[config.mk]
export PLATFORM = sky130hd
export DESIGN_NAME = imap_dev_flat
export DESIGN_NICKNAME = d
export VERILOG_FILES = /design/src/rtl/imap_pkg.sv /design/src/rtl/imap_if.sv /design/src/rtl/imap_legal.sv /design/src/rtl/imap_dev.sv /design/src/flat_wrapper.sv
export VERILOG_INCLUDE_DIRS = /design/src /design/src/rtl
export SDC_FILE = /design/constraint.sdc
export NUM_CORES = 2
export LEC_CHECK = 0
export ABC_AREA = 1
export BUFFER_PORTS_ARGS = -buffer_cell sky130_fd_sc_hd__buf_2
export CELL_PAD_IN_SITES_DETAIL_PLACEMENT = 1
export CELL_PAD_IN_SITES_GLOBAL_PLACEMENT = 2
export CORE_ASPECT_RATIO = 1.4
export CORE_MARGIN = 5
export CORE_UTILIZATION = 41
export CTS_CLUSTER_SIZE = 40
export DETAILED_ROUTE_END_ITERATION = 10
export PLACE_DENSITY = 0.94
export SYNTH_ARGS = -nofsm -noshare
export SYNTH_HDL_FRONTEND = slang
export SYNTH_SLANG_ARGS = --single-unit
[constraint.sdc]
create_clock -name clk_sys_i -period 172.5 [get_ports clk_sys_i]
set_input_delay 43.125 -clock clk_sys_i [delete_from_list [all_inputs] [get_ports clk_sys_i]]
set_output_delay 43.125 -clock clk_sys_i [all_outputs]
set_load 0.005 [all_outputs]
[src/rtl/imap_defines.svh]
// constants: frame offsets, access-size codes, register offsets and reset values
`ifndef IMAP_DEFINES_SVH
`define IMAP_DEFINES_SVH
// ==========================================================
// frame select (addr[15:12])
`define IMAP_FR_CPU 4'h0
`define IMAP_FR_VCPU 4'h1
`define IMAP_FR_HYP 4'h2
`define IMAP_FR_DIST 4'h3
`define IMAP_FR_REDIST 4'h4
`define IMAP_FR_XLAT 4'h5
// ==========================================================
// access size codes (log2 bytes)
`define IMAP_SZ_B 3'h0
`define IMAP_SZ_H 3'h1
`define IMAP_SZ_W 3'h2
`define IMAP_SZ_D 3'h3
// ==========================================================
// register offsets inside a frame (addr[11:0])
`define IMAP_OFS_PMR 12'h004
`define IMAP_OFS_CTLR 12'h000
`define IMAP_OFS_ACK 12'h00C
`define IMAP_OFS_DEACT 12'h010
`define IMAP_OFS_ROID 12'h018
`define IMAP_OFS_WOREG 12'h01C
`define IMAP_OFS_BASE64 12'h030
`define IMAP_OFS_FULL64 12'h038
`define IMAP_OFS_DOORBELL 12'h040
`define IMAP_OFS_SETNS 12'h044
`define IMAP_OFS_CLRNS 12'h048
`define IMAP_OFS_SETS 12'h04C
`define IMAP_OFS_CLRS 12'h050
`define IMAP_OFS_PRIO_LO 12'h400
`define IMAP_OFS_PRIO_HI 12'h41F
`define IMAP_OFS_TGT_LO 12'h800
`define IMAP_OFS_TGT_HI 12'h81F
`define IMAP_OFS_SGIP_LO 12'hF10
`define IMAP_OFS_SGIP_HI 12'hF2F
// ==========================================================
// reset values
`define IMAP_RST_PMR 8'h00
`define IMAP_RST_ROID 32'h0000_0A5A
`define IMAP_NO_IRQ 10'h3FF
`endif

[src/rtl/imap_pkg.sv]
// types shared by both ends of the register access port
package imap_pkg;
  typedef enum logic [1:0] {
    IMAP_IDLE = 2'b00,
    IMAP_REQ = 2'b01,
    IMAP_WAIT = 2'b10
  } imap_hst_state_t;
  typedef struct packed {
    logic ok;
    logic [63:0] data;
  } imap_rsp_t;
endpackage : imap_pkg

[src/rtl/imap_if.sv]
// link between requester and register access port
`timescale 1ns/100ps
interface imap_if;
  logic req;
  logic wr;
  logic [15:0] addr;
  logic [2:0] size;
  logic excl;
  logic [63:0] wdata;
  logic ack;
  logic err;
  logic [63:0] rdata;
  modport dev (input req, wr, addr, size, excl, wdata, output ack, err, rdata);
  modport hst (output req, wr, addr, size, excl, wdata, input ack, err, rdata);
endinterface : imap_if

[src/rtl/imap_legal.sv]
// access legality check: size, alignment and register class
`timescale 1ns/100ps
`include "imap_defines.svh"
module imap_legal
  import imap_pkg::*;
(
  // access
  input wire logic [15:0] addr_i,
  input wire logic [2:0] size_i,
  input wire logic excl_i,
  // result
  output logic legal_o
);
  wire [3:0] frame = addr_i[15:12];
  wire [11:0] ofs = addr_i[11:0];
  wire frame_ok = frame <= `IMAP_FR_XLAT;
  wire wide_frame = (frame == `IMAP_FR_DIST) || (frame == `IMAP_FR_REDIST) ||
                    (frame == `IMAP_FR_XLAT);
  wire is_byte_reg = (frame == `IMAP_FR_DIST) &&
    ((ofs >= `IMAP_OFS_PRIO_LO && ofs <= `IMAP_OFS_PRIO_HI) ||
     (ofs >= `IMAP_OFS_TGT_LO && ofs <= `IMAP_OFS_TGT_HI) ||
     (ofs >= `IMAP_OFS_SGIP_LO && ofs <= `IMAP_OFS_SGIP_HI));
  wire is_msg_reg = ((frame == `IMAP_FR_XLAT) && ofs == `IMAP_OFS_DOORBELL) ||
    ((frame == `IMAP_FR_DIST) && (ofs == `IMAP_OFS_SETNS || ofs == `IMAP_OFS_CLRNS ||
     ofs == `IMAP_OFS_SETS || ofs == `IMAP_OFS_CLRS));
  wire is_64 = wide_frame && (ofs[11:3] == `IMAP_OFS_BASE64 >> 3 ||
                              ofs[11:3] == `IMAP_OFS_FULL64 >> 3);
  wire is_full64 = wide_frame && ofs[11:3] == `IMAP_OFS_FULL64 >> 3;
  wire aligned = (size_i == `IMAP_SZ_B) || (size_i == `IMAP_SZ_H && !addr_i[0]) ||
                 (size_i == `IMAP_SZ_W && addr_i[1:0] == 2'b00) ||
                 (size_i == `IMAP_SZ_D && addr_i[2:0] == 3'b000);
  wire ok_w = (size_i == `IMAP_SZ_W) && !is_full64;
  wire ok_d = (size_i == `IMAP_SZ_D) && is_64;
  wire ok_b = (size_i == `IMAP_SZ_B) && is_byte_reg;
  wire ok_h = (size_i == `IMAP_SZ_H) && is_msg_reg;
  assign legal_o = frame_ok && aligned && !excl_i && (ok_w || ok_d || ok_b || ok_h);
endmodule : imap_legal

[src/rtl/imap_dev.sv]
// device end: memory-mapped register access port of the interrupt controller
`timescale 1ns/100ps
`include "imap_defines.svh"
// Function
// - 32-bit access to all frames accepted
// - 64-bit register halves accessible separately; the full-width register here takes only 64-bit accesses
// - atomic 64-bit access to 64-bit registers
// - byte access only to listed arrays
// - message registers take 16/32-bit accesses
// - little-endian byte lanes
// - unaligned accesses are unsupported
// - wrong-size, wide and exclusive accesses unsupported
// - unsupported access outcome is implementation choice
// - accesses complete in arrival order
// - requester issues single-register device accesses
// - read-only ignores writes, write-only reads undefined
// - both views share mask, active priority, binary point
// - sharing mode change makes contents undefined
// - same priority bits and minimum binary point
// - frames may read zero, ignore writes
// - virtual frame kept when enable programmable; here the virtual frame also reads zero and ignores writes while sysreg enabled
// - forbidden accesses may be reported
// - priority mask write effective at once
// - acknowledge read reflected in request lines
// - mask, group enables observed after barrier
// - acknowledge and deactivate visible after barrier
module imap_dev
  import imap_pkg::*;
#(
  parameter int PRIO_BITS = 8,
  parameter int NUM_IRQ = 32
) (
  // clock and reset
  input wire logic clk_sys_i,
  input wire logic arst_n_i,
  // bus side
  imap_if.dev bus,
  // system-register view and configuration
  input wire logic sysreg_enable_bit_i,
  input wire logic sysreg_pmr_we_i,
  input wire logic [7:0] sysreg_pmr_wdata_i,
  input wire logic [NUM_IRQ-1:0] irq_pending_i,
  // core side
  output logic [7:0] priority_mask_o,
  output logic group0_enable_o,
  output logic group1_enable_o,
  output logic irq_req_o,
  output logic [9:0] last_ack_id_o,
  output logic [9:0] last_deact_id_o,
  output logic forbidden_o
);
  logic [63:0] base64_ff;
  logic [63:0] full64_ff;
  logic [7:0] prio_ff [NUM_IRQ];
  logic [7:0] tgt_ff [NUM_IRQ];
  logic [NUM_IRQ-1:0] active_ff;
  logic [NUM_IRQ-1:0] sgi_pend_ff;
  logic [NUM_IRQ-1:0] msg_pend_ff;
  logic [7:0] pmr_ff;
  logic g0_ff;
  logic g1_ff;
  logic ack_ff;
  logic err_ff;
  logic [63:0] rdata_ff;
  logic [9:0] ack_id_ff;
  logic [9:0] deact_id_ff;
  logic irq_ff;
  logic forb_ff;
  logic share_ff;
  logic legal;
  // ==========================================================
  // decode
  wire [3:0] frame = bus.addr[15:12];
  wire [11:0] ofs = bus.addr[11:0];
  wire start = bus.req && !ack_ff;
  wire is_cpu = frame == `IMAP_FR_CPU;
  wire is_vcpu = frame == `IMAP_FR_VCPU;
  wire is_hyp = frame == `IMAP_FR_HYP;
  // cpu frames read zero and ignore writes while sysreg enabled
  wire read_zero_write_ignore = sysreg_enable_bit_i && (is_cpu || is_hyp || is_vcpu);
  wire ok = start && legal && !read_zero_write_ignore;
  wire wr_ok = ok && bus.wr;
  wire [4:0] idx = {1'b0, ofs[3:0]};
  wire [2:0] lane = bus.addr[2:0];
  wire in_prio = ofs >= `IMAP_OFS_PRIO_LO && ofs <= `IMAP_OFS_PRIO_HI;
  wire in_tgt = ofs >= `IMAP_OFS_TGT_LO && ofs <= `IMAP_OFS_TGT_HI;
  wire in_sgip = ofs >= `IMAP_OFS_SGIP_LO && ofs <= `IMAP_OFS_SGIP_HI;
  wire is_dist = frame == `IMAP_FR_DIST;
  wire wr_prio = wr_ok && is_dist && in_prio;
  wire wr_tgt = wr_ok && is_dist && in_tgt;
  wire is_w64 = frame == `IMAP_FR_DIST || frame == `IMAP_FR_REDIST ||
                frame == `IMAP_FR_XLAT;
  wire hit_pmr = is_cpu && ofs == `IMAP_OFS_PMR;
  wire hit_ctlr = is_cpu && ofs == `IMAP_OFS_CTLR;
  wire hit_ack = is_cpu && ofs == `IMAP_OFS_ACK;
  wire hit_deact = is_cpu && ofs == `IMAP_OFS_DEACT;
  wire hit_b64 = is_w64 && ofs[11:3] == `IMAP_OFS_BASE64 >> 3;
  wire hit_f64 = is_w64 && ofs[11:3] == `IMAP_OFS_FULL64 >> 3;
  wire hit_msg = is_dist && (ofs == `IMAP_OFS_SETNS || ofs == `IMAP_OFS_SETS);
  wire hit_clr = is_dist && (ofs == `IMAP_OFS_CLRNS || ofs == `IMAP_OFS_CLRS);
  // ==========================================================
  // highest-priority pending interrupt above mask
  logic [9:0] best_id;
  logic [7:0] best_pri;
  logic best_ok;
  always_comb begin
    best_id = `IMAP_NO_IRQ;
    best_pri = 8'hFF;
    best_ok = 1'b0;
    for (int i = 0; i < NUM_IRQ; i++) begin
      if ((irq_pending_i[i] || sgi_pend_ff[i] || msg_pend_ff[i]) && !active_ff[i] &&
          prio_ff[i] < pmr_ff && prio_ff[i] < best_pri) begin
        best_pri = prio_ff[i];
        best_id = 10'(i);
        best_ok = 1'b1;
      end
    end
  end
  // acknowledge read activates the interrupt in the same cycle
  wire ack_take = ok && !bus.wr && hit_ack && best_ok;
  // byte lane of the data bus is addr[2:0], little endian
  wire [7:0] wbyte = bus.wdata[8*lane +: 8];
  wire [31:0] wword = bus.addr[2] ? bus.wdata[63:32] : bus.wdata[31:0];
  wire [7:0] lanes = (bus.size == `IMAP_SZ_B) ? 8'h01 << lane :
                     (bus.size == `IMAP_SZ_H) ? 8'h03 << lane :
                     (bus.size == `IMAP_SZ_W) ? 8'h0F << lane : 8'hFF;
  wire [NUM_IRQ-1:0] id_bit = NUM_IRQ'(1) << wword[4:0];
  wire [NUM_IRQ-1:0] deact_bit = NUM_IRQ'(1) << wword[4:0];
  // ==========================================================
  // read mux, write-only registers read zero
  logic [31:0] rword;
  logic [63:0] rmux;
  always_comb begin
    rword = 32'h0000_0000;
    if (hit_pmr) rword[7:0] = pmr_ff;
    else if (hit_ctlr) rword[1:0] = {g1_ff, g0_ff};
    else if (hit_ack) rword[9:0] = best_id;
    else if (is_cpu && ofs == `IMAP_OFS_ROID) rword = `IMAP_RST_ROID;
    rmux = bus.addr[2] ? {rword, 32'h0000_0000} : {32'h0000_0000, rword};
    if (hit_b64) rmux = base64_ff;
    else if (hit_f64) rmux = full64_ff;
    else if (is_dist && in_sgip) rmux[8*lane +: 8] = {7'h00, sgi_pend_ff[idx]};
    for (int k = 0; k < 8; k++) begin
      if (is_dist && in_prio && lanes[k]) rmux[8*k +: 8] = prio_ff[{ofs[4:3], 3'(k)}];
      if (is_dist && in_tgt && lanes[k]) rmux[8*k +: 8] = tgt_ff[{ofs[4:3], 3'(k)}];
    end
    // a word access to a 64-bit register sees only its own lanes
    if ((hit_b64 || hit_f64) && bus.size == `IMAP_SZ_W) begin
      rmux = rmux & (bus.addr[2] ? 64'hFFFF_FFFF_0000_0000 : 64'h0000_0000_FFFF_FFFF);
    end
  end
  // ==========================================================
  // state
  always_ff @(posedge clk_sys_i or negedge arst_n_i) begin
    if (!arst_n_i) begin
      pmr_ff <= `IMAP_RST_PMR;
      g0_ff <= 1'b0;
      g1_ff <= 1'b0;
      base64_ff <= 64'h0000_0000_0000_0000;
      full64_ff <= 64'h0000_0000_0000_0000;
      active_ff <= '0;
      sgi_pend_ff <= '0;
      msg_pend_ff <= '0;
      ack_id_ff <= `IMAP_NO_IRQ;
      deact_id_ff <= `IMAP_NO_IRQ;
      share_ff <= 1'b0;
      for (int i = 0; i < NUM_IRQ; i++) begin
        prio_ff[i] <= 8'h00;
        tgt_ff[i] <= 8'h00;
      end
    end else begin
      share_ff <= sysreg_enable_bit_i;
      // contents undefined on sharing change, only the priority mask cleared here
      if (share_ff != sysreg_enable_bit_i) begin
        pmr_ff <= `IMAP_RST_PMR;
      // one shared mask, system view write effective next edge
      end else if (sysreg_pmr_we_i) begin
        pmr_ff <= sysreg_pmr_wdata_i & ~8'(8'hFF >> PRIO_BITS);
      end else if (wr_ok && hit_pmr) begin
        // same implemented priority bits in both views
        pmr_ff <= wword[7:0] & ~8'(8'hFF >> PRIO_BITS);
      end
      // group enables registered once the write completes
      if (wr_ok && hit_ctlr) begin
        g0_ff <= wword[0];
        g1_ff <= wword[1];
      end
      if (wr_ok && hit_b64 && bus.size == `IMAP_SZ_D) base64_ff <= bus.wdata;
      else if (wr_ok && hit_b64 && bus.addr[2]) base64_ff[63:32] <= bus.wdata[63:32];
      else if (wr_ok && hit_b64) base64_ff[31:0] <= bus.wdata[31:0];
      if (wr_ok && hit_f64) full64_ff <= bus.wdata;
      // byte arrays, one element per enabled lane
      for (int k = 0; k < 8; k++) begin
        if (wr_prio && lanes[k]) prio_ff[{ofs[4:3], 3'(k)}] <= bus.wdata[8*k +: 8];
        if (wr_tgt && lanes[k]) tgt_ff[{ofs[4:3], 3'(k)}] <= bus.wdata[8*k +: 8];
      end
      if (wr_ok && is_dist && in_sgip && wbyte != 8'h00) begin
        sgi_pend_ff[idx] <= ofs < `IMAP_OFS_SGIP_LO + 12'h010;
      end
      // distributor message registers set or clear pending state, doorbell writes change nothing
      if (wr_ok && hit_msg) msg_pend_ff <= msg_pend_ff | id_bit;
      if (wr_ok && hit_clr) msg_pend_ff <= msg_pend_ff & ~id_bit;
      // acknowledge and deactivate recorded on completion
      if (ack_take) begin
        active_ff[best_id[4:0]] <= 1'b1;
        ack_id_ff <= best_id;
      end else if (wr_ok && hit_deact) begin
        active_ff <= active_ff & ~deact_bit;
        deact_id_ff <= {5'h00, wword[4:0]};
      end
    end
  end
  // ==========================================================
  // response: one access at a time, answered in order
  always_ff @(posedge clk_sys_i or negedge arst_n_i) begin
    if (!arst_n_i) begin
      ack_ff <= 1'b0;
      err_ff <= 1'b0;
      rdata_ff <= 64'h0000_0000_0000_0000;
      forb_ff <= 1'b0;
    end else begin
      ack_ff <= start;
      // error, read zero, no state change
      err_ff <= start && !legal;
      rdata_ff <= (ok && !bus.wr) ? rmux : 64'h0000_0000_0000_0000;
      // forbidden frame access flagged for one cycle
      forb_ff <= start && read_zero_write_ignore;
    end
  end
  // request line follows mask and activation
  always_ff @(posedge clk_sys_i or negedge arst_n_i) begin
    if (!arst_n_i) irq_ff <= 1'b0;
    else irq_ff <= best_ok && !ack_take && (g0_ff || g1_ff);
  end
  imap_legal imap_legal_inst (
    .addr_i(bus.addr),
    .size_i(bus.size),
    .excl_i(bus.excl),
    .legal_o(legal)
  );
  assign bus.ack = ack_ff;
  assign bus.err = err_ff;
  assign bus.rdata = rdata_ff;
  assign priority_mask_o = pmr_ff;
  assign group0_enable_o = g0_ff;
  assign group1_enable_o = g1_ff;
  assign irq_req_o = irq_ff;
  assign last_ack_id_o = ack_id_ff;
  assign last_deact_id_o = deact_id_ff;
  assign forbidden_o = forb_ff;
endmodule : imap_dev

[src/flat_wrapper.sv]
// flat-port wrapper written by rule: the top's interface ports become plain ports
module imap_dev_flat import imap_pkg::*;
#(
  parameter int PRIO_BITS = 8,
  parameter int NUM_IRQ = 32
)
  (clk_sys_i, arst_n_i, sysreg_enable_bit_i, sysreg_pmr_we_i, sysreg_pmr_wdata_i, irq_pending_i, priority_mask_o, group0_enable_o, group1_enable_o, irq_req_o, last_ack_id_o, last_deact_id_o, forbidden_o, bus_req, bus_wr, bus_addr, bus_size, bus_excl, bus_wdata, bus_ack, bus_err, bus_rdata);
  imap_if bus_i ();
  input wire logic clk_sys_i;
  input wire logic arst_n_i;
  input wire logic sysreg_enable_bit_i;
  input wire logic sysreg_pmr_we_i;
  input wire logic [7:0] sysreg_pmr_wdata_i;
  input wire logic [NUM_IRQ-1:0] irq_pending_i;
  output logic [7:0] priority_mask_o;
  output logic group0_enable_o;
  output logic group1_enable_o;
  output logic irq_req_o;
  output logic [9:0] last_ack_id_o;
  output logic [9:0] last_deact_id_o;
  output logic forbidden_o;
  input wire logic [$bits(bus_i.req)-1:0] bus_req;
  input wire logic [$bits(bus_i.wr)-1:0] bus_wr;
  input wire logic [$bits(bus_i.addr)-1:0] bus_addr;
  input wire logic [$bits(bus_i.size)-1:0] bus_size;
  input wire logic [$bits(bus_i.excl)-1:0] bus_excl;
  input wire logic [$bits(bus_i.wdata)-1:0] bus_wdata;
  output wire logic [$bits(bus_i.ack)-1:0] bus_ack;
  output wire logic [$bits(bus_i.err)-1:0] bus_err;
  output wire logic [$bits(bus_i.rdata)-1:0] bus_rdata;
  assign bus_i.req = bus_req;
  assign bus_i.wr = bus_wr;
  assign bus_i.addr = bus_addr;
  assign bus_i.size = bus_size;
  assign bus_i.excl = bus_excl;
  assign bus_i.wdata = bus_wdata;
  assign bus_ack = bus_i.ack;
  assign bus_err = bus_i.err;
  assign bus_rdata = bus_i.rdata;
  imap_dev #(.PRIO_BITS(PRIO_BITS), .NUM_IRQ(NUM_IRQ)) u_core (.clk_sys_i(clk_sys_i), .arst_n_i(arst_n_i), .bus(bus_i), .sysreg_enable_bit_i(sysreg_enable_bit_i), .sysreg_pmr_we_i(sysreg_pmr_we_i), .sysreg_pmr_wdata_i(sysreg_pmr_wdata_i), .irq_pending_i(irq_pending_i), .priority_mask_o(priority_mask_o), .group0_enable_o(group0_enable_o), .group1_enable_o(group1_enable_o), .irq_req_o(irq_req_o), .last_ack_id_o(last_ack_id_o), .last_deact_id_o(last_deact_id_o), .forbidden_o(forbidden_o));
endmodule
Yosys cells after proc, flatten, opt, wreduce, memory -nomap -nowiden
Cells that the tools add are included.

word-level totals
  flip-flop bits (word level) = 835
  input bits = 130
  output and inout bits = 98
  word-level logic and storage cells = 793

operators by class
  add/subtract/negate cells = 1
  magnitude comparators = 92
  eq/ne operators = 21
  shifts and indexed selects = 7
  muxes and demuxes = 244
  bitwise operators = 15
  reduce and logical (&&, ||, !) cells = 332

operator list
  cell                                                                     number
  256-bit bitwise mux                                                      16
  256-bit 2-to-1 mux                                                       16
  8-bit 2-to-1 mux                                                         95
  8-bit binary-select mux with 5-bit select                                16
  64-bit 2-to-1 mux                                                        8
  8-bit < comparator                                                       63
  10-bit 2-to-1 mux                                                        33
  8-bit demux with 5-bit select                                            8
  32-bit 2-to-1 mux                                                        7
  1-bit logical AND                                                        194
  1-bit logical OR                                                         85
  32-bit bitwise AND                                                       2
  64-bit bitwise AND                                                       1
  64-bit bitwise mux                                                       1
  32-bit OR                                                                2
  8-bit by 34-bit variable shift with 64-bit output, first input constant  1
  64-bit by 7-bit variable part select with 8-bit output                   1
  8-bit by 34-bit variable part select with 64-bit output                  1
  12-bit by 7-bit == test with 1-bit output, second input constant         5
  6-bit >= comparator, second input constant                               8
  6-bit by 1-bit < comparator with 1-bit output, second input constant     8
  5-bit NOT with 6-bit output                                              8
  1-bit logical NOT                                                        40
  1-bit 2-to-1 mux                                                         35
  other kinds (46)                                                         58

Depth between registers and ports, before layout
  depth after elaboration = 112
  mapped depth = 326
  depth with buffers taken out = 296

By module
Synthesis repeated with hierarchy kept, for this count alone.

second synthesis, totals
  cells, all modules = 6351
  area, all modules = 50303.2 um^2

modules (own cells, without submodules)
  module      times used  cells an instance  area each (um^2)
  imap_dev    1           6262               49934.1
  imap_legal  1           89                 369.1

Worst setup path before layout
OpenSTA, ideal clock, no wires.

  path type = input port to flip-flop
  start point = input port irq_pending_i[0]
  end point = register u_core.active_ff[1]
  library setup time = 0.066 ns
  data arrival time = 96.760 ns
  slack = 75.675 ns
  cell stages on the path = 255
  path buffers = 32
  cell sequence = nor3_1 -> nor2_1 -> nand4_4 -> nor2_1 -> ha_1 -> a22o_1 -> nor4_1 -> nand4_1 -> nor2_4 -> nand2_8 -> clkbuf_8 -> o21ai_0 -> ha_1 -> a21oi_1 -> o211ai_1 -> nor3_2 -> nand2_8 -> buf_6 -> (+219 left out) -> or3_2 -> a2111oi_0 -> nand2_2 -> buf_4 -> nand2_1 -> o21ai_0 -> ha_1 -> a21oi_1 -> o221ai_1 -> a211oi_1 -> nand2_4 -> nand2_4 -> nand3_1 -> nand2_2 -> buf_6 -> nand2_2 -> inv_2 -> a22o_1

between the ends
  cells in the longest elaborated chain, start to end = 105
  elaborated cells between the ends (all ways) = 171
  classes of those cells = 33 x order compare; 98 x mux; 1 x bitwise; 39 x reduce/logical

RTL lines
  what                                                                                                                                          RTL line            source
  start: declaration                                                                                                                            flat_wrapper.sv:14  input wire logic [NUM_IRQ-1:0] irq_pending_i;
  1-bit logical OR (*) (2 in a row)                                                                                                             imap_dev.sv:111     if ((irq_pending_i[i] || sgi_pend_ff[i] || msg_pend_ff[i]) && !active_ff[i] &&
  1-bit logical AND (*) (2 in a row)                                                                                                            imap_dev.sv:111
  1-bit logical AND (*)                                                                                                                         imap_dev.sv:112     prio_ff[i] < pmr_ff && prio_ff[i] < best_pri) begin
  8-bit 2-to-1 mux                                                                                                                              imap_dev.sv:111
  8-bit < comparator                                                                                                                            imap_dev.sv:112
  1-bit logical AND                                                                                                                             imap_dev.sv:112
  8-bit 2-to-1 mux                                                                                                                              imap_dev.sv:111
  8-bit < comparator                                                                                                                            imap_dev.sv:112
  (+87 left out)                                                                                                                                -
  1-bit logical AND                                                                                                                             imap_dev.sv:112
  10-bit 2-to-1 mux                                                                                                                             imap_dev.sv:111
  5-bit by 6-bit < comparator with 1-bit output (implied by the code) / 5-bit by 1-bit >= comparator with 1-bit output (equally long branches)  imap_dev.sv:205     active_ff[best_id[4:0]] <= 1'b1;
  1-bit logical AND (implied by the code)                                                                                                       imap_dev.sv:205
  1-bit 2-to-1 mux (implied by the code)                                                                                                        imap_dev.sv:205
  1-bit demux with 5-bit select                                                                                                                 -
  32-bit OR (no line)                                                                                                                           -
  32-bit 2-to-1 mux                                                                                                                             imap_dev.sv:204     if (ack_take) begin
  end signal: assignment                                                                                                                        imap_dev.sv:208     active_ff <= active_ff & ~deact_bit;
  end: declaration                                                                                                                              imap_dev.sv:56      logic [NUM_IRQ-1:0] active_ff;

Mark *: on every way between the ends. The rest lies on a longest branch, timed or not.
A chain may end at the register's enable or synchronous reset.

Worst setup path after layout
  start point = input port irq_pending_i[0]
  end point = register u_core.rdata_ff[33] (netlist: u_core.bus.rdata[33])

between the ends
  cells in the longest elaborated chain, start to end = 112
  elaborated cells between the ends (all ways) = 143
  classes of those cells = 31 x order compare; 75 x mux; 1 x bitwise; 36 x reduce/logical

RTL lines
  what                                RTL line         source
  1-bit logical OR (*) (2 in a row)   imap_dev.sv:111
  1-bit logical AND (*) (2 in a row)  imap_dev.sv:111
  1-bit logical AND (*)               imap_dev.sv:112
  8-bit 2-to-1 mux                    imap_dev.sv:111
  8-bit < comparator                  imap_dev.sv:112
  1-bit logical AND                   imap_dev.sv:112
  8-bit 2-to-1 mux                    imap_dev.sv:111
  8-bit < comparator                  imap_dev.sv:112
  (+94 left out)                      -
  64-bit 2-to-1 mux (*)               imap_dev.sv:142  else if (is_dist && in_sgip) rmux[8*lane +: 8] = {7'h00, sgi_pend_ff[idx]};
  64-bit 2-to-1 mux (*)               imap_dev.sv:141  else if (hit_f64) rmux = full64_ff;
  64-bit 2-to-1 mux (*)               imap_dev.sv:140  if (hit_b64) rmux = base64_ff;
  8-bit 2-to-1 mux (*)                imap_dev.sv:144  if (is_dist && in_prio && lanes[k]) rmux[8*k +: 8] = prio_ff[{ofs[4:3], 3'(k)}];
  8-bit 2-to-1 mux (*)                imap_dev.sv:145  if (is_dist && in_tgt && lanes[k]) rmux[8*k +: 8] = tgt_ff[{ofs[4:3], 3'(k)}];
  64-bit bitwise AND                  imap_dev.sv:149  rmux = rmux & (bus.addr[2] ? 64'hFFFF_FFFF_0000_0000 : 64'h0000_0000_FFFF_FFFF);
  64-bit 2-to-1 mux (*)               imap_dev.sv:148  if ((hit_b64 || hit_f64) && bus.size == `IMAP_SZ_W) begin
  64-bit 2-to-1 mux (*)               imap_dev.sv:225  rdata_ff <= (ok && !bus.wr) ? rmux : 64'h0000_0000_0000_0000;
  end signal: assignment              imap_dev.sv:225
  end: declaration                    imap_dev.sv:64   logic [63:0] rdata_ff;

Marks and branches as above.

==> metrics.txt <==
result of the run finished, final reports clean; Die X 305 µm; post-synth cell types 76; post-layout minimum cycle time 106.59 ns; post-CTS setup-driven buffer insertion count 0; first-pass GRT wire length 357000 µm; commonest cells after routing, fill and taps aside 1635 x sky130_fd_sc_hd__nand2_1, 899 x sky130_fd_sc_hd__o21ai_0, 799 x sky130_fd_sc_hd__dfrtp_1, 399 x sky130_fd_sc_hd__inv_1, 395 x sky130_fd_sc_hd__ha_1; buffer depth of the longest clock path 3; RSZ-0062 raised after global routing no; TritonCTS sink count 811; share of cells above drive strength 1 0.114; relative slew slack 0.0580; total negative setup slack 0 ns; FF-to-FF setup slack 107.00 ns; Static Leakage 27.2 nW; DR DRC count 0; clock latency of the later-clocked register in the worst-skew pair 0.73 ns; sequential area share after synthesis 0.406; number of global-route vias before repair 51200; HPWL after DPL 190000 µm; NumNets Final 6970; number of iterations in the first detailed-routing pass 6; master of the slowest instance on the critical path sky130_fd_sc_hd__o21ai_0; top flip-flop cell by instance count after synthesis sky130_fd_sc_hd__dfrtp_1; number of levels in the clock H-tree 3; Final Wtd Congestion 1.02; IO Pins 228; most frequent cell on the critical path sky130_fd_sc_hd__ha_1; wire length reported by the detailed router 250000 µm; EDFF count, synth 0; crit share post-route 0.618; syn_nets 6843; count of instances resized after the clock tree is built 0; Final Power 0.567 mW; violation count after the first detailed-routing iteration 4717; row cnt 151; final count of negative-setup-slack endpoints 0; total number of vias 50300; final worst clock skew 0.0408 ns; Clk pin slew, worst setup/hold paths 0.06 ns; maximum number of pins on one net before global-route repair 91; Routed WL per cell 30.8 µm; clk root buf sky130_fd_sc_hd__clkbuf_16; via count normalized by instance count 6.19; fraction of registers with async set or reset after synthesis 1.00; initial core utilization 0.413; area growth from synthesis to final layout 11.1%; critical path required time 173.08 ns; number of cells on the worst reg-to-reg path 219; Mapped Avg Cell Area 7.91 µm²; Post-Synthesis Cells 6318; most common cell after layout, fill and taps aside sky130_fd_sc_hd__nand2_1; cell area after synthesis 0.0500 mm²; Crit path arrival time 107.17 ns; Die ar. 0.129 mm²; final max-slew violation count 0; largest fanout on the critical path 20; Crit Path Category input pin to flip-flop; hold bufs inserted after CTS 0; final hold violations 0; residual overflow from global routing 0; ANT nets after route 0; biggest cell delay along the critical path 1.04 ns; IR drop worst, VDD 0.00631 mV; Power Dens Cells 10.2 mW/mm²; GRT Util Overall 0.376; CTS tree yes; initial antenna violation count 16; Worst Setup End Kind flip-flop; kind of start point of the critical path input pin; Hold Path Cell Cnt 2; Fmax achieved 0.00938 GHz; Yosys Warn Count 0; slew at the pin with the worst max-slew slack 1.41 ns; register bit count reported by yosys 811; core region area 0.121 mm²; floorplan die height 423 µm; Port Buffer Count 227; Max-Cap Viols 0; number of buffers inserted during clock tree synthesis 84; type of the most critical hold path flip-flop to flip-flop
-- cell type report --
type                    count  area (µm²)
fillers                 14800       65600
well taps                1606        2010
inverters                 465        1760
clock inverters            27         464
clock buffers             126        2490
repair buffers            320        1870
flip-flops and latches    811       20300
multi-input cells        4763       26600
diodes                      8        20.0
-- flip-flops by register name (all words and copies together) (netlist names), 6 cells and up, named ones only --
register	flops
u_core.tgt_ff	256
u_core.bus.rdata	64
u_core.active_ff	32
u_core.full64_ff	64
u_core.last_ack_id_o	6
u_core.priority_mask_o	8
u_core.base64_ff	64
u_core.sgi_pend_ff	16
u_core.prio_ff	256
u_core.last_deact_id_o	6
-- metrics by stage --
step / util / hold slack, ns / cell area [µm²] / std cells / worst slack (ns)
after detailed placement: 0.434 / 0.469 / 52500 / 7965 / 66.03
final: 0.458 / 0.484 / 55500 / 8126 / 65.91
after CTS: 0.458 / 0.482 / 55500 / 8118 / 66.59
after global placement: 0.434 / 0.462 / 52500 / 7965 / 68.06
after global routing: 0.458 / 0.505 / 55500 / 8118 / 61.05
after floorplan: - / 0.448 / 50000 / 6318 / 75.67
-- synthesized netlist by cell type (13+ instances only) --
master | n | area share
sky130_fd_sc_hd__nor2_1 | 334 | 0.025
sky130_fd_sc_hd__a311oi_1 | 13 | 0.0023
sky130_fd_sc_hd__o21ai_1 | 17 | 0.0017
sky130_fd_sc_hd__clkbuf_1 | 216 | 0.016
sky130_fd_sc_hd__nor3_1 | 123 | 0.012
sky130_fd_sc_hd__o21ai_0 | 900 | 0.090
sky130_fd_sc_hd__nand2_4 | 45 | 0.010
sky130_fd_sc_hd__nand4_1 | 28 | 0.0035
sky130_fd_sc_hd__nand2_1 | 1637 | 0.12
sky130_fd_sc_hd__o21bai_1 | 25 | 0.0038
sky130_fd_sc_hd__o22ai_1 | 239 | 0.030
sky130_fd_sc_hd__mux2i_1 | 38 | 0.0076
sky130_fd_sc_hd__clkbuf_8 | 20 | 0.0055
sky130_fd_sc_hd__a22o_1 | 19 | 0.0033
sky130_fd_sc_hd__dfrtp_1 | 799 | 0.40
sky130_fd_sc_hd__o221ai_1 | 18 | 0.0032
sky130_fd_sc_hd__o211ai_1 | 43 | 0.0065
sky130_fd_sc_hd__clkinv_1 | 16 | 0.0012
sky130_fd_sc_hd__nand2_2 | 136 | 0.017
sky130_fd_sc_hd__nand3_1 | 295 | 0.030
sky130_fd_sc_hd__nor4_1 | 19 | 0.0024
sky130_fd_sc_hd__inv_1 | 407 | 0.031
sky130_fd_sc_hd__ha_1 | 395 | 0.099
sky130_fd_sc_hd__a211oi_1 | 26 | 0.0039
sky130_fd_sc_hd__a21oi_1 | 214 | 0.021
sky130_fd_sc_hd__buf_4 | 18 | 0.0027
sky130_fd_sc_hd__inv_2 | 40 | 0.0030
sky130_fd_sc_hd__nand3b_1 | 22 | 0.0033
sky130_fd_sc_hd__a21boi_0 | 29 | 0.0044
-- where the power goes --
| group | switching [mW] | internal [mW] | total [mW] |
|---|---|---|---|
| clock | 0.0850 | 0.114 | 0.199 |
| sequential | 0.000337 | 0.190 | 0.191 |
| combinational | 0.128 | 0.0490 | 0.177 |
-- layer usage --
layer | part of all wire | GRT usage | vias up
met5 | 0.00015 | 0 | -
met4 | 0.098 | 0.296 | 6
met3 | 0.073 | 0.0691 | 796
met2 | 0.45 | 0.598 | 2343
met1 | 0.38 | 0.447 | 25300
li1 | - | - | 21900
-- worst max-delay path: cells and delay by family --
kind / cells / cell delay (ns)
adders and majority gates: 31 / 10.08
AOI/OAI and AO/OA: 102 / 35.27
and+or+nand+nor: 78 / 17.58
buffers and inverters: 5 / 0.97
-- worst paths after layout --
kind | startpoint | end
max in group asynchronous | arst_n_i | u_core.base64_ff[26]$_DFFE_PN0P_
worst min-delay path | u_core.base64_ff[27]$_DFFE_PN0P_ | u_core.base64_ff[27]$_DFFE_PN0P_
min in group asynchronous | arst_n_i | u_core.tgt_ff[14]$_DFFE_PN0P_
worst max register to register | u_core.priority_mask_o[6]$_DFFE_PN0P_ | u_core.bus.rdata[33]$_DFF_PN0_
worst min register to register | u_core.base64_ff[27]$_DFFE_PN0P_ | u_core.base64_ff[27]$_DFFE_PN0P_
worst max-delay path | irq_pending_i[0] | u_core.bus.rdata[33]$_DFF_PN0_
-- cells by family (layout without fill, tap and decap cells) --
logic type | count (synthesis) | after routing | synth area share
other | 0 | 8 | 0
multiplexers | 42 | 42 | 0.00859
buffers and inverters | 744 | 938 | 0.0635
AND/OR/NAND/NOR | 2670 | 2670 | 0.232
AO/OA/AOI/OAI | 1656 | 1656 | 0.190
adder cells (fa/ha/maj) | 395 | 395 | 0.0989
flip-flops | 811 | 811 | 0.406
Note: power is estimated with default switching activity, not from simulation.
